==> src/logic/lie_pkg.sv <==
// lie_pkg: constants and carrier types for the link interrupt event logic.
// assumes a single core_clk domain and a plain strobe register port.
package lie_pkg;
   // ------------------------------------------------------------------
   // register offsets
   // ------------------------------------------------------------------
   localparam logic [7:0] EVT_SET_OFS = 8'h80;
   localparam logic [7:0] EVT_CLR_OFS = 8'h84;
   localparam logic [7:0] MASK_SET_OFS = 8'h88;
   localparam logic [7:0] MASK_CLR_OFS = 8'h8C;
   localparam logic [7:0] CTRL_OFS = 8'h90;
   localparam logic [7:0] PHY_DATA_OFS = 8'hEC;
   localparam logic [7:0] RAW_EVT_OFS = 8'h94;
   localparam logic [7:0] CTX_BLOCK_OFS = 8'h98;

   // ------------------------------------------------------------------
   // event bit positions
   // ------------------------------------------------------------------
   localparam int BIT_RSVD31 = 31;
   localparam int BIT_VENDOR = 30;
   localparam int BIT_SOFT = 29;
   localparam int BIT_RSVD28 = 28;
   localparam int BIT_LATE_ACK = 27;
   localparam int BIT_PHY_BYTE = 26;
   localparam int BIT_OVERLONG = 25;
   localparam int BIT_FATAL = 24;
   localparam int BIT_MISMATCH = 23;
   localparam int BIT_NEW_ISO = 20;
   localparam int BIT_REINIT = 17;
   localparam int BIT_SCAN_DONE = 16;
   localparam int BIT_ISO_RX = 7;
   localparam int BIT_ISO_TX = 6;
   localparam int CTRL_LATE_ACK_EN = 29;
   localparam int CTRL_TIMING_ROOT = 21;
   localparam int PHY_DATA_LSB = 16;

   // bits held zero in the event register; 31, 28 and 14:10 read zero, 7 and 6 read the unlatched iso summaries
   localparam logic [31:0] EVT_READ_ZERO = 32'h9000_7CC0;
   localparam logic [31:0] EVT_RESET = 32'h0000_0000;
   localparam logic [31:0] MASK_RESET = 32'h0000_0000;
   localparam logic [31:0] CTRL_RESET = 32'h0000_0000;

   // ------------------------------------------------------------------
   // timing
   // ------------------------------------------------------------------
   localparam int CLK_PERIOD_NS = 10;
   localparam int OVERLONG_US = 125;
   localparam int OVERLONG_CYC = (OVERLONG_US * 1000) / CLK_PERIOD_NS;
   localparam int SECS_W = 7;
   localparam int CYCS_W = 13;
   localparam int NCTX = 4;

   // ------------------------------------------------------------------
   // carriers
   // ------------------------------------------------------------------
   typedef struct packed {
      logic [7:0] addr;
      logic [31:0] wdata;
      logic wr;
      logic rd;
   } lie_req_t;

   typedef struct packed {
      logic rx_fifo_pending;
      logic phys_resp_busy;
      logic tardy_ack_sent;
      logic phy_byte_valid;
      logic [7:0] phy_byte;
      logic cyc_start_tx;
      logic subaction_gap_end;
      logic cyc_start_rx;
      logic [SECS_W-1:0] rx_secs;
      logic [CYCS_W-1:0] rx_cycles;
      logic [SECS_W-1:0] timer_secs_field;
      logic [CYCS_W-1:0] timer_cycles_field;
      logic link_reinit;
      logic node_id_scan_done;
      logic vendor_src;
      logic [NCTX-1:0] ctx_dead;
      logic [NCTX-1:0] ctx_irq;
      logic [15:0] low_src;
   } lie_src_t;
endpackage

==> src/logic/lie_edge.sv <==
// lie_edge: rising edge detector for a vector of event sources.
// assumes sources are synchronous to core_clk.
`timescale 1ns/1ps
`default_nettype none
module lie_edge #(
   parameter int W = 8
) (
   input wire logic core_clk,
   input wire logic rstn,
   input wire logic [W-1:0] lvl,
   output logic [W-1:0] rise
);
   logic [W-1:0] prev_r;

   // previous level kept so a held-high source fires only once
   always_ff @(posedge core_clk or negedge rstn) begin
      if (!rstn) begin
         prev_r <= '0;
      end else begin
         prev_r <= lvl;
      end
   end

   assign rise = lvl & ~prev_r;
endmodule
`default_nettype wire

==> src/logic/lie_top.sv <==
// lie_top: interrupt event set/clear register with mask and one irq line.
// assumes a plain register port with read data one cycle after the strobe.
`timescale 1ns/1ps
`default_nettype none
// What this block does
// source rising edge or set write sets bit
// clear-view ones clear a bit; a reinit edge also clears bit 16
// event read returns events AND mask
// bits 31 and 28 always read zero
// software never writes vendor bit 30
// bit 29 changed only by software
// late ack needs control enable bit 29
// fifo pending, response busy, tardy ack
// phy byte sets 26, readable at 23:16
// overlong cycle over 125 us sets 25
// overlong cycle clears timing root enable
// dead context sets fatal fault 24
// fatal fault blocks faulting contexts' interrupts
// cycle start timer mismatch sets 23
// cycle count low bit toggle sets 20
// reinit event clears scan done bit
// iso summaries are unlatched masked ORs
// irq high while any masked event set
// edge detect on previous registered level
module lie_top
   import lie_pkg::*;
(
   input wire logic core_clk,
   input wire logic rstn,
   input wire lie_req_t req,
   input wire lie_src_t src,
   input wire logic [7:0] iso_rx_evt,
   input wire logic [7:0] iso_tx_evt,
   output logic [31:0] rdata,
   output logic irq,
   output logic timing_root_enable,
   output logic late_ack_event_enable,
   output logic [NCTX-1:0] ctx_irq_out
);
   // ------------------------------------------------------------------
   // state
   // ------------------------------------------------------------------
   logic [31:0] evt_r;
   logic [31:0] evt_nxt;
   logic [31:0] mask_r;
   logic [31:0] ctrl_r;
   logic [7:0] phy_data_r;
   logic [NCTX-1:0] ctx_evt_r;
   logic [NCTX-1:0] blocked_r;
   logic [7:0] iso_rx_mask_r;
   logic [7:0] iso_tx_mask_r;
   logic [31:0] rdata_r;
   logic [17:0] gap_cnt_r;
   logic timing_run_r;
   logic cyc_lsb_prev_r;
   logic [31:0] masked;
   logic [31:0] hw_set;
   logic [31:0] ext_lvl;
   logic [31:0] ext_rise;
   logic late_busy;
   logic mismatch;
   logic overlong;
   logic iso_rx_sum;
   logic iso_tx_sum;
   logic cyc_toggle;
   logic wr_evt_set;
   logic wr_evt_clr;

   function automatic logic hit(input lie_req_t r, input logic [7:0] ofs);
      hit = r.wr && (r.addr == ofs);
   endfunction

   assign wr_evt_set = hit(req, EVT_SET_OFS);
   assign wr_evt_clr = hit(req, EVT_CLR_OFS);

   // ------------------------------------------------------------------
   // source conditioning
   // ------------------------------------------------------------------
   assign late_busy = src.rx_fifo_pending | src.phys_resp_busy | src.tardy_ack_sent;
   assign mismatch = src.cyc_start_rx &&
      ((src.rx_secs != src.timer_secs_field) ||
       (src.rx_cycles != src.timer_cycles_field));
   assign cyc_toggle = src.timer_cycles_field[0] ^ cyc_lsb_prev_r;

   always_comb begin
      ext_lvl = 32'h0000_0000;
      ext_lvl[15:0] = src.low_src;
      ext_lvl[BIT_VENDOR] = src.vendor_src;
      ext_lvl[BIT_LATE_ACK] = late_busy && ctrl_r[CTRL_LATE_ACK_EN];
      ext_lvl[BIT_PHY_BYTE] = src.phy_byte_valid;
      ext_lvl[BIT_FATAL] = |src.ctx_dead;
      ext_lvl[BIT_MISMATCH] = mismatch;
      ext_lvl[BIT_REINIT] = src.link_reinit;
      ext_lvl[BIT_SCAN_DONE] = src.node_id_scan_done;
   end

   lie_edge #(
      .W(32)
   ) i_lie_edge (
      .core_clk(core_clk),
      .rstn(rstn),
      .lvl(ext_lvl),
      .rise(ext_rise)
   );

   always_comb begin
      hw_set = ext_rise & ~EVT_READ_ZERO;
      hw_set[BIT_SOFT] = 1'b0;
      hw_set[BIT_OVERLONG] = overlong;
      hw_set[BIT_NEW_ISO] = cyc_toggle;
   end

   always_ff @(posedge core_clk or negedge rstn) begin
      if (!rstn) begin
         cyc_lsb_prev_r <= 1'b0;
      end else begin
         cyc_lsb_prev_r <= src.timer_cycles_field[0];
      end
   end

   // ------------------------------------------------------------------
   // overlong cycle timer
   // ------------------------------------------------------------------
   // counts from cycle start transmit until the following subaction gap end
   // enable gates the compare so a software stop at the limit cannot still fire
   assign overlong = timing_run_r && ctrl_r[CTRL_TIMING_ROOT] &&
      (gap_cnt_r == 18'(OVERLONG_CYC));

   always_ff @(posedge core_clk or negedge rstn) begin
      if (!rstn) begin
         timing_run_r <= 1'b0;
         gap_cnt_r <= '0;
      end else if (!ctrl_r[CTRL_TIMING_ROOT] || src.subaction_gap_end || overlong) begin
         timing_run_r <= src.cyc_start_tx && ctrl_r[CTRL_TIMING_ROOT] && !overlong;
         gap_cnt_r <= '0;
      end else if (src.cyc_start_tx) begin
         timing_run_r <= 1'b1;
         gap_cnt_r <= '0;
      end else if (timing_run_r) begin
         gap_cnt_r <= gap_cnt_r + 18'd1;
      end
   end

   // ------------------------------------------------------------------
   // event register
   // ------------------------------------------------------------------
   always_comb begin
      evt_nxt = evt_r;
      if (wr_evt_clr) begin
         evt_nxt = evt_nxt & ~req.wdata;
      end
      if (ext_rise[BIT_REINIT]) begin
         evt_nxt[BIT_SCAN_DONE] = 1'b0;
      end
      // sets after the clear write so an event in the clearing cycle is kept; a reinit edge still clears bit 16
      evt_nxt = evt_nxt | hw_set;
      if (ext_rise[BIT_REINIT]) begin
         evt_nxt[BIT_SCAN_DONE] = 1'b0;
      end
      if (wr_evt_set) begin
         evt_nxt = evt_nxt | req.wdata;
      end
      evt_nxt = evt_nxt & ~EVT_READ_ZERO;
   end

   always_ff @(posedge core_clk or negedge rstn) begin
      if (!rstn) begin
         evt_r <= EVT_RESET;
      end else begin
         evt_r <= evt_nxt;
      end
   end

   // ------------------------------------------------------------------
   // context events, blocked while fatal fault stands
   // ------------------------------------------------------------------
   always_ff @(posedge core_clk or negedge rstn) begin
      if (!rstn) begin
         ctx_evt_r <= '0;
         blocked_r <= '0;
      end else begin
         blocked_r <= evt_nxt[BIT_FATAL] ? (blocked_r | src.ctx_dead) : '0;
         ctx_evt_r <= ctx_evt_r | (src.ctx_irq & ~blocked_r & ~src.ctx_dead);
         if (hit(req, CTX_BLOCK_OFS)) begin
            ctx_evt_r <= (ctx_evt_r & ~req.wdata[NCTX-1:0]) |
               (src.ctx_irq & ~blocked_r & ~src.ctx_dead);
         end
      end
   end
   assign ctx_irq_out = ctx_evt_r;

   // ------------------------------------------------------------------
   // mask, control, phy data
   // ------------------------------------------------------------------
   always_ff @(posedge core_clk or negedge rstn) begin
      if (!rstn) begin
         mask_r <= MASK_RESET;
         iso_rx_mask_r <= '0;
         iso_tx_mask_r <= '0;
      end else begin
         if (hit(req, MASK_SET_OFS)) begin
            mask_r <= mask_r | req.wdata;
         end else if (hit(req, MASK_CLR_OFS)) begin
            mask_r <= mask_r & ~req.wdata;
         end
         if (hit(req, RAW_EVT_OFS)) begin
            iso_rx_mask_r <= req.wdata[15:8];
            iso_tx_mask_r <= req.wdata[7:0];
         end
      end
   end

   always_ff @(posedge core_clk or negedge rstn) begin
      if (!rstn) begin
         ctrl_r <= CTRL_RESET;
      end else begin
         if (hit(req, CTRL_OFS)) begin
            ctrl_r <= req.wdata;
         end
         if (overlong) begin
            ctrl_r[CTRL_TIMING_ROOT] <= 1'b0;
         end
      end
   end

   always_ff @(posedge core_clk or negedge rstn) begin
      if (!rstn) begin
         phy_data_r <= '0;
      end else if (src.phy_byte_valid) begin
         phy_data_r <= src.phy_byte;
      end
   end

   assign timing_root_enable = ctrl_r[CTRL_TIMING_ROOT];
   assign late_ack_event_enable = ctrl_r[CTRL_LATE_ACK_EN];

   // ------------------------------------------------------------------
   // masked view, summaries, interrupt, read port
   // ------------------------------------------------------------------
   assign iso_rx_sum = |(iso_rx_evt & iso_rx_mask_r);
   assign iso_tx_sum = |(iso_tx_evt & iso_tx_mask_r);

   always_comb begin
      masked = evt_r & mask_r;
      masked[BIT_ISO_RX] = iso_rx_sum & mask_r[BIT_ISO_RX];
      masked[BIT_ISO_TX] = iso_tx_sum & mask_r[BIT_ISO_TX];
      masked[BIT_RSVD31] = 1'b0;
      masked[BIT_RSVD28] = 1'b0;
   end

   assign irq = |masked;

   always_ff @(posedge core_clk or negedge rstn) begin
      if (!rstn) begin
         rdata_r <= '0;
      end else if (req.rd) begin
         case (req.addr)
            EVT_SET_OFS, EVT_CLR_OFS: rdata_r <= masked;
            MASK_SET_OFS, MASK_CLR_OFS: rdata_r <= mask_r;
            CTRL_OFS: rdata_r <= ctrl_r;
            PHY_DATA_OFS: rdata_r <= {8'h00, phy_data_r, 16'h0000};
            RAW_EVT_OFS: rdata_r <= {16'h0000, iso_rx_mask_r, iso_tx_mask_r};
            CTX_BLOCK_OFS: rdata_r <= {24'h00_0000, blocked_r, ctx_evt_r};
            default: rdata_r <= '0;
         endcase
      end else begin
         rdata_r <= '0;
      end
   end
   assign rdata = rdata_r;

   // ------------------------------------------------------------------
   // checks
   // ------------------------------------------------------------------
   evt_clear_a: assert property (@(posedge core_clk) disable iff (!rstn)
      (evt_r[BIT_SOFT] && !(wr_evt_clr && req.wdata[BIT_SOFT])) |=> evt_r[BIT_SOFT])
      else $error("event bit dropped without clear");
   soft_set_a: assert property (@(posedge core_clk) disable iff (!rstn)
      (wr_evt_set && req.wdata[BIT_SOFT]) |=> evt_r[BIT_SOFT])
      else $error("set write did not set bit");
   read_masked_a: assert property (@(posedge core_clk) disable iff (!rstn)
      (req.rd && req.addr == EVT_SET_OFS) |=> rdata == $past(masked))
      else $error("event read not masked");
   rsvd_zero_a: assert property (@(posedge core_clk) disable iff (!rstn)
      !evt_r[BIT_RSVD31] && !evt_r[BIT_RSVD28])
      else $error("reserved event bit set");
   soft_hold_a: assert property (@(posedge core_clk) disable iff (!rstn)
      (!evt_r[BIT_SOFT] && !(wr_evt_set && req.wdata[BIT_SOFT])) |=> !evt_r[BIT_SOFT])
      else $error("soft bit set by hardware");
   late_ack_a: assert property (@(posedge core_clk) disable iff (!rstn)
      (!ctrl_r[CTRL_LATE_ACK_EN] && !evt_r[BIT_LATE_ACK] && !wr_evt_set)
      ##1 !ctrl_r[CTRL_LATE_ACK_EN] |-> !evt_r[BIT_LATE_ACK])
      else $error("late ack set while disabled");
   root_clear_a: assert property (@(posedge core_clk) disable iff (!rstn)
      overlong |=> !timing_root_enable && evt_r[BIT_OVERLONG])
      else $error("overlong did not clear root enable");
   scan_clear_a: assert property (@(posedge core_clk) disable iff (!rstn)
      (ext_rise[BIT_REINIT] && !wr_evt_set) |=> !evt_r[BIT_SCAN_DONE] && evt_r[BIT_REINIT])
      else $error("scan done not cleared on reinit");
   irq_level_a: assert property (@(posedge core_clk) disable iff (!rstn)
      irq == ((evt_r & mask_r & ~32'h0000_00C0) != 32'h0000_0000 ||
              masked[BIT_ISO_RX] || masked[BIT_ISO_TX]))
      else $error("irq does not follow masked events");

   // ------------------------------------------------------------------
   // checks on sources and read path
   // ------------------------------------------------------------------
   // no bit may drop unless a clear write or a reinit edge is taken
   no_drop_a: assert property (@(posedge core_clk) disable iff (!rstn)
      (!wr_evt_clr && !ext_rise[BIT_REINIT]) |=> ((evt_r & $past(evt_r)) == $past(evt_r)))
      else $error("event bit dropped without clear write");
   read_rsvd_a: assert property (@(posedge core_clk) disable iff (!rstn)
      (req.rd && (req.addr == EVT_SET_OFS || req.addr == EVT_CLR_OFS))
      |=> !rdata[BIT_RSVD31] && !rdata[BIT_RSVD28])
      else $error("reserved bit read as one");
   late_busy_a: assert property (@(posedge core_clk) disable iff (!rstn)
      (ctrl_r[CTRL_LATE_ACK_EN] &&
       $rose(src.rx_fifo_pending | src.phys_resp_busy | src.tardy_ack_sent))
      |=> evt_r[BIT_LATE_ACK])
      else $error("busy condition did not set late ack");
   phy_event_a: assert property (@(posedge core_clk) disable iff (!rstn)
      $rose(src.phy_byte_valid)
      |=> evt_r[BIT_PHY_BYTE] && phy_data_r == $past(src.phy_byte))
      else $error("phy byte not captured");
   overlong_gate_a: assert property (@(posedge core_clk) disable iff (!rstn)
      (!evt_r[BIT_OVERLONG] && !timing_root_enable && !wr_evt_set) |=> !evt_r[BIT_OVERLONG])
      else $error("overlong set while root disabled");
   fatal_set_a: assert property (@(posedge core_clk) disable iff (!rstn)
      $rose(|src.ctx_dead) |=> evt_r[BIT_FATAL])
      else $error("dead context did not set fatal fault");
   ctx_block_a: assert property (@(posedge core_clk) disable iff (!rstn)
      evt_r[BIT_FATAL] |=> ((ctx_evt_r & $past(blocked_r & ~ctx_evt_r)) == 4'h0))
      else $error("blocked context event was set");
   mismatch_set_a: assert property (@(posedge core_clk) disable iff (!rstn)
      $rose(src.cyc_start_rx && ((src.rx_secs != src.timer_secs_field) ||
         (src.rx_cycles != src.timer_cycles_field)))
      |=> evt_r[BIT_MISMATCH])
      else $error("timer mismatch not flagged");
   new_iso_a: assert property (@(posedge core_clk) disable iff (!rstn)
      $changed(src.timer_cycles_field[0]) |=> evt_r[BIT_NEW_ISO])
      else $error("cycle toggle did not set new period");
   iso_rx_live_a: assert property (@(posedge core_clk) disable iff (!rstn)
      (iso_rx_evt == 8'h00) |-> !masked[BIT_ISO_RX])
      else $error("receive summary held without source");
   iso_tx_live_a: assert property (@(posedge core_clk) disable iff (!rstn)
      (iso_tx_evt == 8'h00) |-> !masked[BIT_ISO_TX])
      else $error("transmit summary held without source");
   held_once_a: assert property (@(posedge core_clk) disable iff (!rstn)
      (ctrl_r[CTRL_LATE_ACK_EN] && $past(ctrl_r[CTRL_LATE_ACK_EN]) && late_busy &&
       $past(late_busy) && !evt_r[BIT_LATE_ACK] && !wr_evt_set)
      |=> !evt_r[BIT_LATE_ACK])
      else $error("held source set its bit again");
endmodule
`default_nettype wire

==> config.mk <==
export PLATFORM = sky130hd
export DESIGN_NAME = lie_top
export DESIGN_NICKNAME = d
export VERILOG_FILES = /design/src/logic/lie_pkg.sv /design/src/logic/lie_edge.sv /design/src/logic/lie_top.sv
export SDC_FILE = /design/constraint.sdc
export NUM_CORES = 1
export LEC_CHECK = 0
export BUFFER_PORTS_ARGS = -buffer_cell sky130_fd_sc_hd__buf_2
export CAP_MARGIN = 10
export CORE_MARGIN = 3
export CORE_UTILIZATION = 41
export DETAILED_ROUTE_END_ITERATION = 10
export GPL_ROUTABILITY_DRIVEN = 0
export PLACE_DENSITY_LB_ADDON = 0.05
export SYNTH_ARGS = -nofsm -noshare
export SYNTH_HDL_FRONTEND = slang
export SYNTH_SLANG_ARGS = --single-unit
==> constraint.sdc <==
create_clock -name core_clk -period 2.48 [get_ports core_clk]
set_input_delay 0.124 -clock core_clk [delete_from_list [all_inputs] [get_ports core_clk]]
set_output_delay 0.124 -clock core_clk [all_outputs]
set_load 0.02 [all_outputs]
==> metrics.yaml <==
first_global_vias: 6877
synth_seq_cells: 187
nets: 1101
postRouteAntennaNets: 0
outcome: "complete, no violations"
wl_met2_mm: 11.0
synth.top_cell.area_share: 0.562
leakagePower_nw: 4.89
fillCellCount: 1748
synth_nets: 862
worstSetupPathType: "reg -> reg"
ys_warn_count: 0
setup_violations: 0
achievable-frequency_mhz: 464
synth_ff_type: "dfrtp_1"
combPwrFrac: 0.079
critPathLaunchType: "flip-flop"
hold_viol: 0
register_area_um2: 4680
drive_above_1_share: 0.331
yosysSeqAreaShare: 0.562
ir_drop_v: 0.000547
numPortBuffers: 173
tns_ns: 0
core-area_um2: 19700
multiInputGateArea_um2: 3460
finalWirelength_mm: 23.1
synth_top_cell_by_area: "dfrtp_1"
grt_pass1_wl_mm: 36.8
hold_path_class: "in -> reg"
die_area_um2: 22100
relSlewSlack: 0.425
post-route-period-util: 0.868
rows: 51
drcViolationCount: 0
dp_hpwl_mm: 16.0
maxCapViolCount: 0
clk_latency_ns: 0.43
antennaDiodeCount: 0
dieWidth_um: 149
p_clk_frac: 0.432
synth.area.top_cells: "dfrtp_1 56%, mux2_2 12%, nand2_1 4.1%, a22oi_1 2.9%, xnor2_1 2.4%"
cts_root_buffer: "clkbuf_16"
drtPass1Iterations: 8
min_period_ns: 2.15
syn_area_um2: 8330
grt_max_degree: 67
die_h_um: 149
p_int_w: 0.00513
met1_length_mm: 10.6
dp_slack_ns: 0.366
endpoint_kind: "flip-flop"
fin_worst_skew_ns: 0.00609
post_cts_resized: 0
switchingPower_w: 0.00142
cts-htree-levels: 4
via_per_inst: 5.35
clock-sinks: 187
syn_area_per_cell_um2: 11.6
cts_tree: "built"
synth.top_cells.by_count: "187 x dfrtp_1, 91 x nand2_1, 86 x mux2_2, 52 x nor2_1, 32 x a22oi_1"
area_growth_pct: 30.1
yosysMostFrequentCell: "dfrtp_1"
slew_violations: 0
numCtsBuffers: 17
rsz0062_at_grt: "false"
synth_edf_count: 0
synthCells: 718
synth_cell_types: 46
cts_buffer_depth: 2
arrival_ns: 2.45
ys_async_sr_fraction: 1.00
grtUsageTotal: 0.214
crit_fanout: 18
p_per_area_nw_per_um2: 604
start_util: 0.422
wl_met3_mm: 1.08
switching_share: 0.217
grt_overflow: 0
max_slew.worst_pin.slew_ns: 0.863
layout_setup_ws_ns: 0.326
clk_pin_slew_worst_paths_ns: 0.06
antenna_found_initial: 0
vias: 6599
sequentialPowerShare: 0.488
ios: 181
dr.first_iter.drc_count: 316
wl_per_cell_um: 18.8
routed.top_layer: "met4"
critPathRequiredTime_ns: 2.78
## cells by family after synthesis
group,count (synthesis),share of synthesized area
simple gates,216,0.126
flops,187,0.562
compound gates,134,0.117
mux,96,0.128
buf+inv,45,0.0242
xor+xnor,38,0.0400
fa+ha+maj,2,0.00300
## final cells by class
cell class	count	share of cell area
clock buffer	22	0.0428
clock inverter	8	0.0132
inverter	8	0.00277
multi-input combinational	486	0.319
sequential	187	0.432
tap	265	0.0306
timing repair buffer	257	0.160
## routing by layer
| layer | track usage | up-vias |
|---|---|---|
| li1 | - | 3070 |
| met1 | 0.298 | 3326 |
| met2 | 0.346 | 177 |
| met3 | 0.0393 | 26 |
| met4 | 0.0577 | 0 |
| met5 | 0 | - |
## what timing repair did
item	CTS	global route
hold buffers	62	0
hold endpoints to repair	145	0
buffers inserted	0	0
## final timing paths
| check | start | to | slack, ns | depth (start not counted) |
|---|---|---|---|---|
| worst min-delay path | src[68] | timing_run_r | 0.03 | 4 |
| max in group asynchronous | rstn | ctrl_r[9] | 1.44 | 3 |
| min in group asynchronous | rstn | ctrl_r[5] | 0.25 | 2 |
| worst min register to register | ctrl_r[27] | ctrl_r[27] | 0.50 | 1 |
| worst max-delay path | gap_cnt_r[0] | gap_cnt_r[15] | 0.33 | 7 |
| worst max register to register | gap_cnt_r[0] | gap_cnt_r[15] | 0.33 | 7 |
## metrics by stage
stage	cell area, µm²	hold WS, ns	power (W)	instances	util
after floorplan	8330	-0.172	0.00342	718	-
after global placement	9610	0.164	0.00369	1141	0.488
after detailed placement	9610	0.168	0.00371	1141	0.488
after CTS	10800	0.00923	0.00664	1233	0.550
after global routing	10800	0.0147	0.00683	1233	0.550
final	10800	0.0258	0.00655	1233	0.550
## power groups by stage
| stage | Combinational [W] | Clock (W) | Sequential [W] |
|---|---|---|---|
| floorplan | 0.000176 | 0 | 0.00324 |
| global placement | 0.000438 | 0 | 0.00325 |
| detailed placement | 0.000451 | 0 | 0.00326 |
| CTS | 0.000529 | 0.00291 | 0.00320 |
| global route | 0.000579 | 0.00305 | 0.00321 |
| finish | 0.000519 | 0.00283 | 0.00320 |
## cells in the final DEF (no fill, tap or decap), types with 11 or more instances in the layout
master / count
a21oi_1: 29
a221o_1: 15
a22o_1: 12
a22oi_1: 32
buf_2: 172
buf_4: 16
clkbuf_16: 17
dfrtp_1: 187
dlygate4sd3_1: 62
mux2_2: 86
nand2_1: 91
nand3_1: 11
nand4_1: 14
nor2_1: 51
nor2b_1: 15
o211ai_1: 21
o21ai_0: 13
xnor2_1: 23
xor2_1: 15
## worst max-delay path, stage by stage (launching register included)
cell and delay, ns:
dfrtp_1 0.43, inv_1 0.08, ha_1 0.13, nor4b_1 0.27
nand4_1 0.13, nor4_1 0.44, or4b_2 0.46, nor2_1 0.10
(Power assumes the default switching activity.)
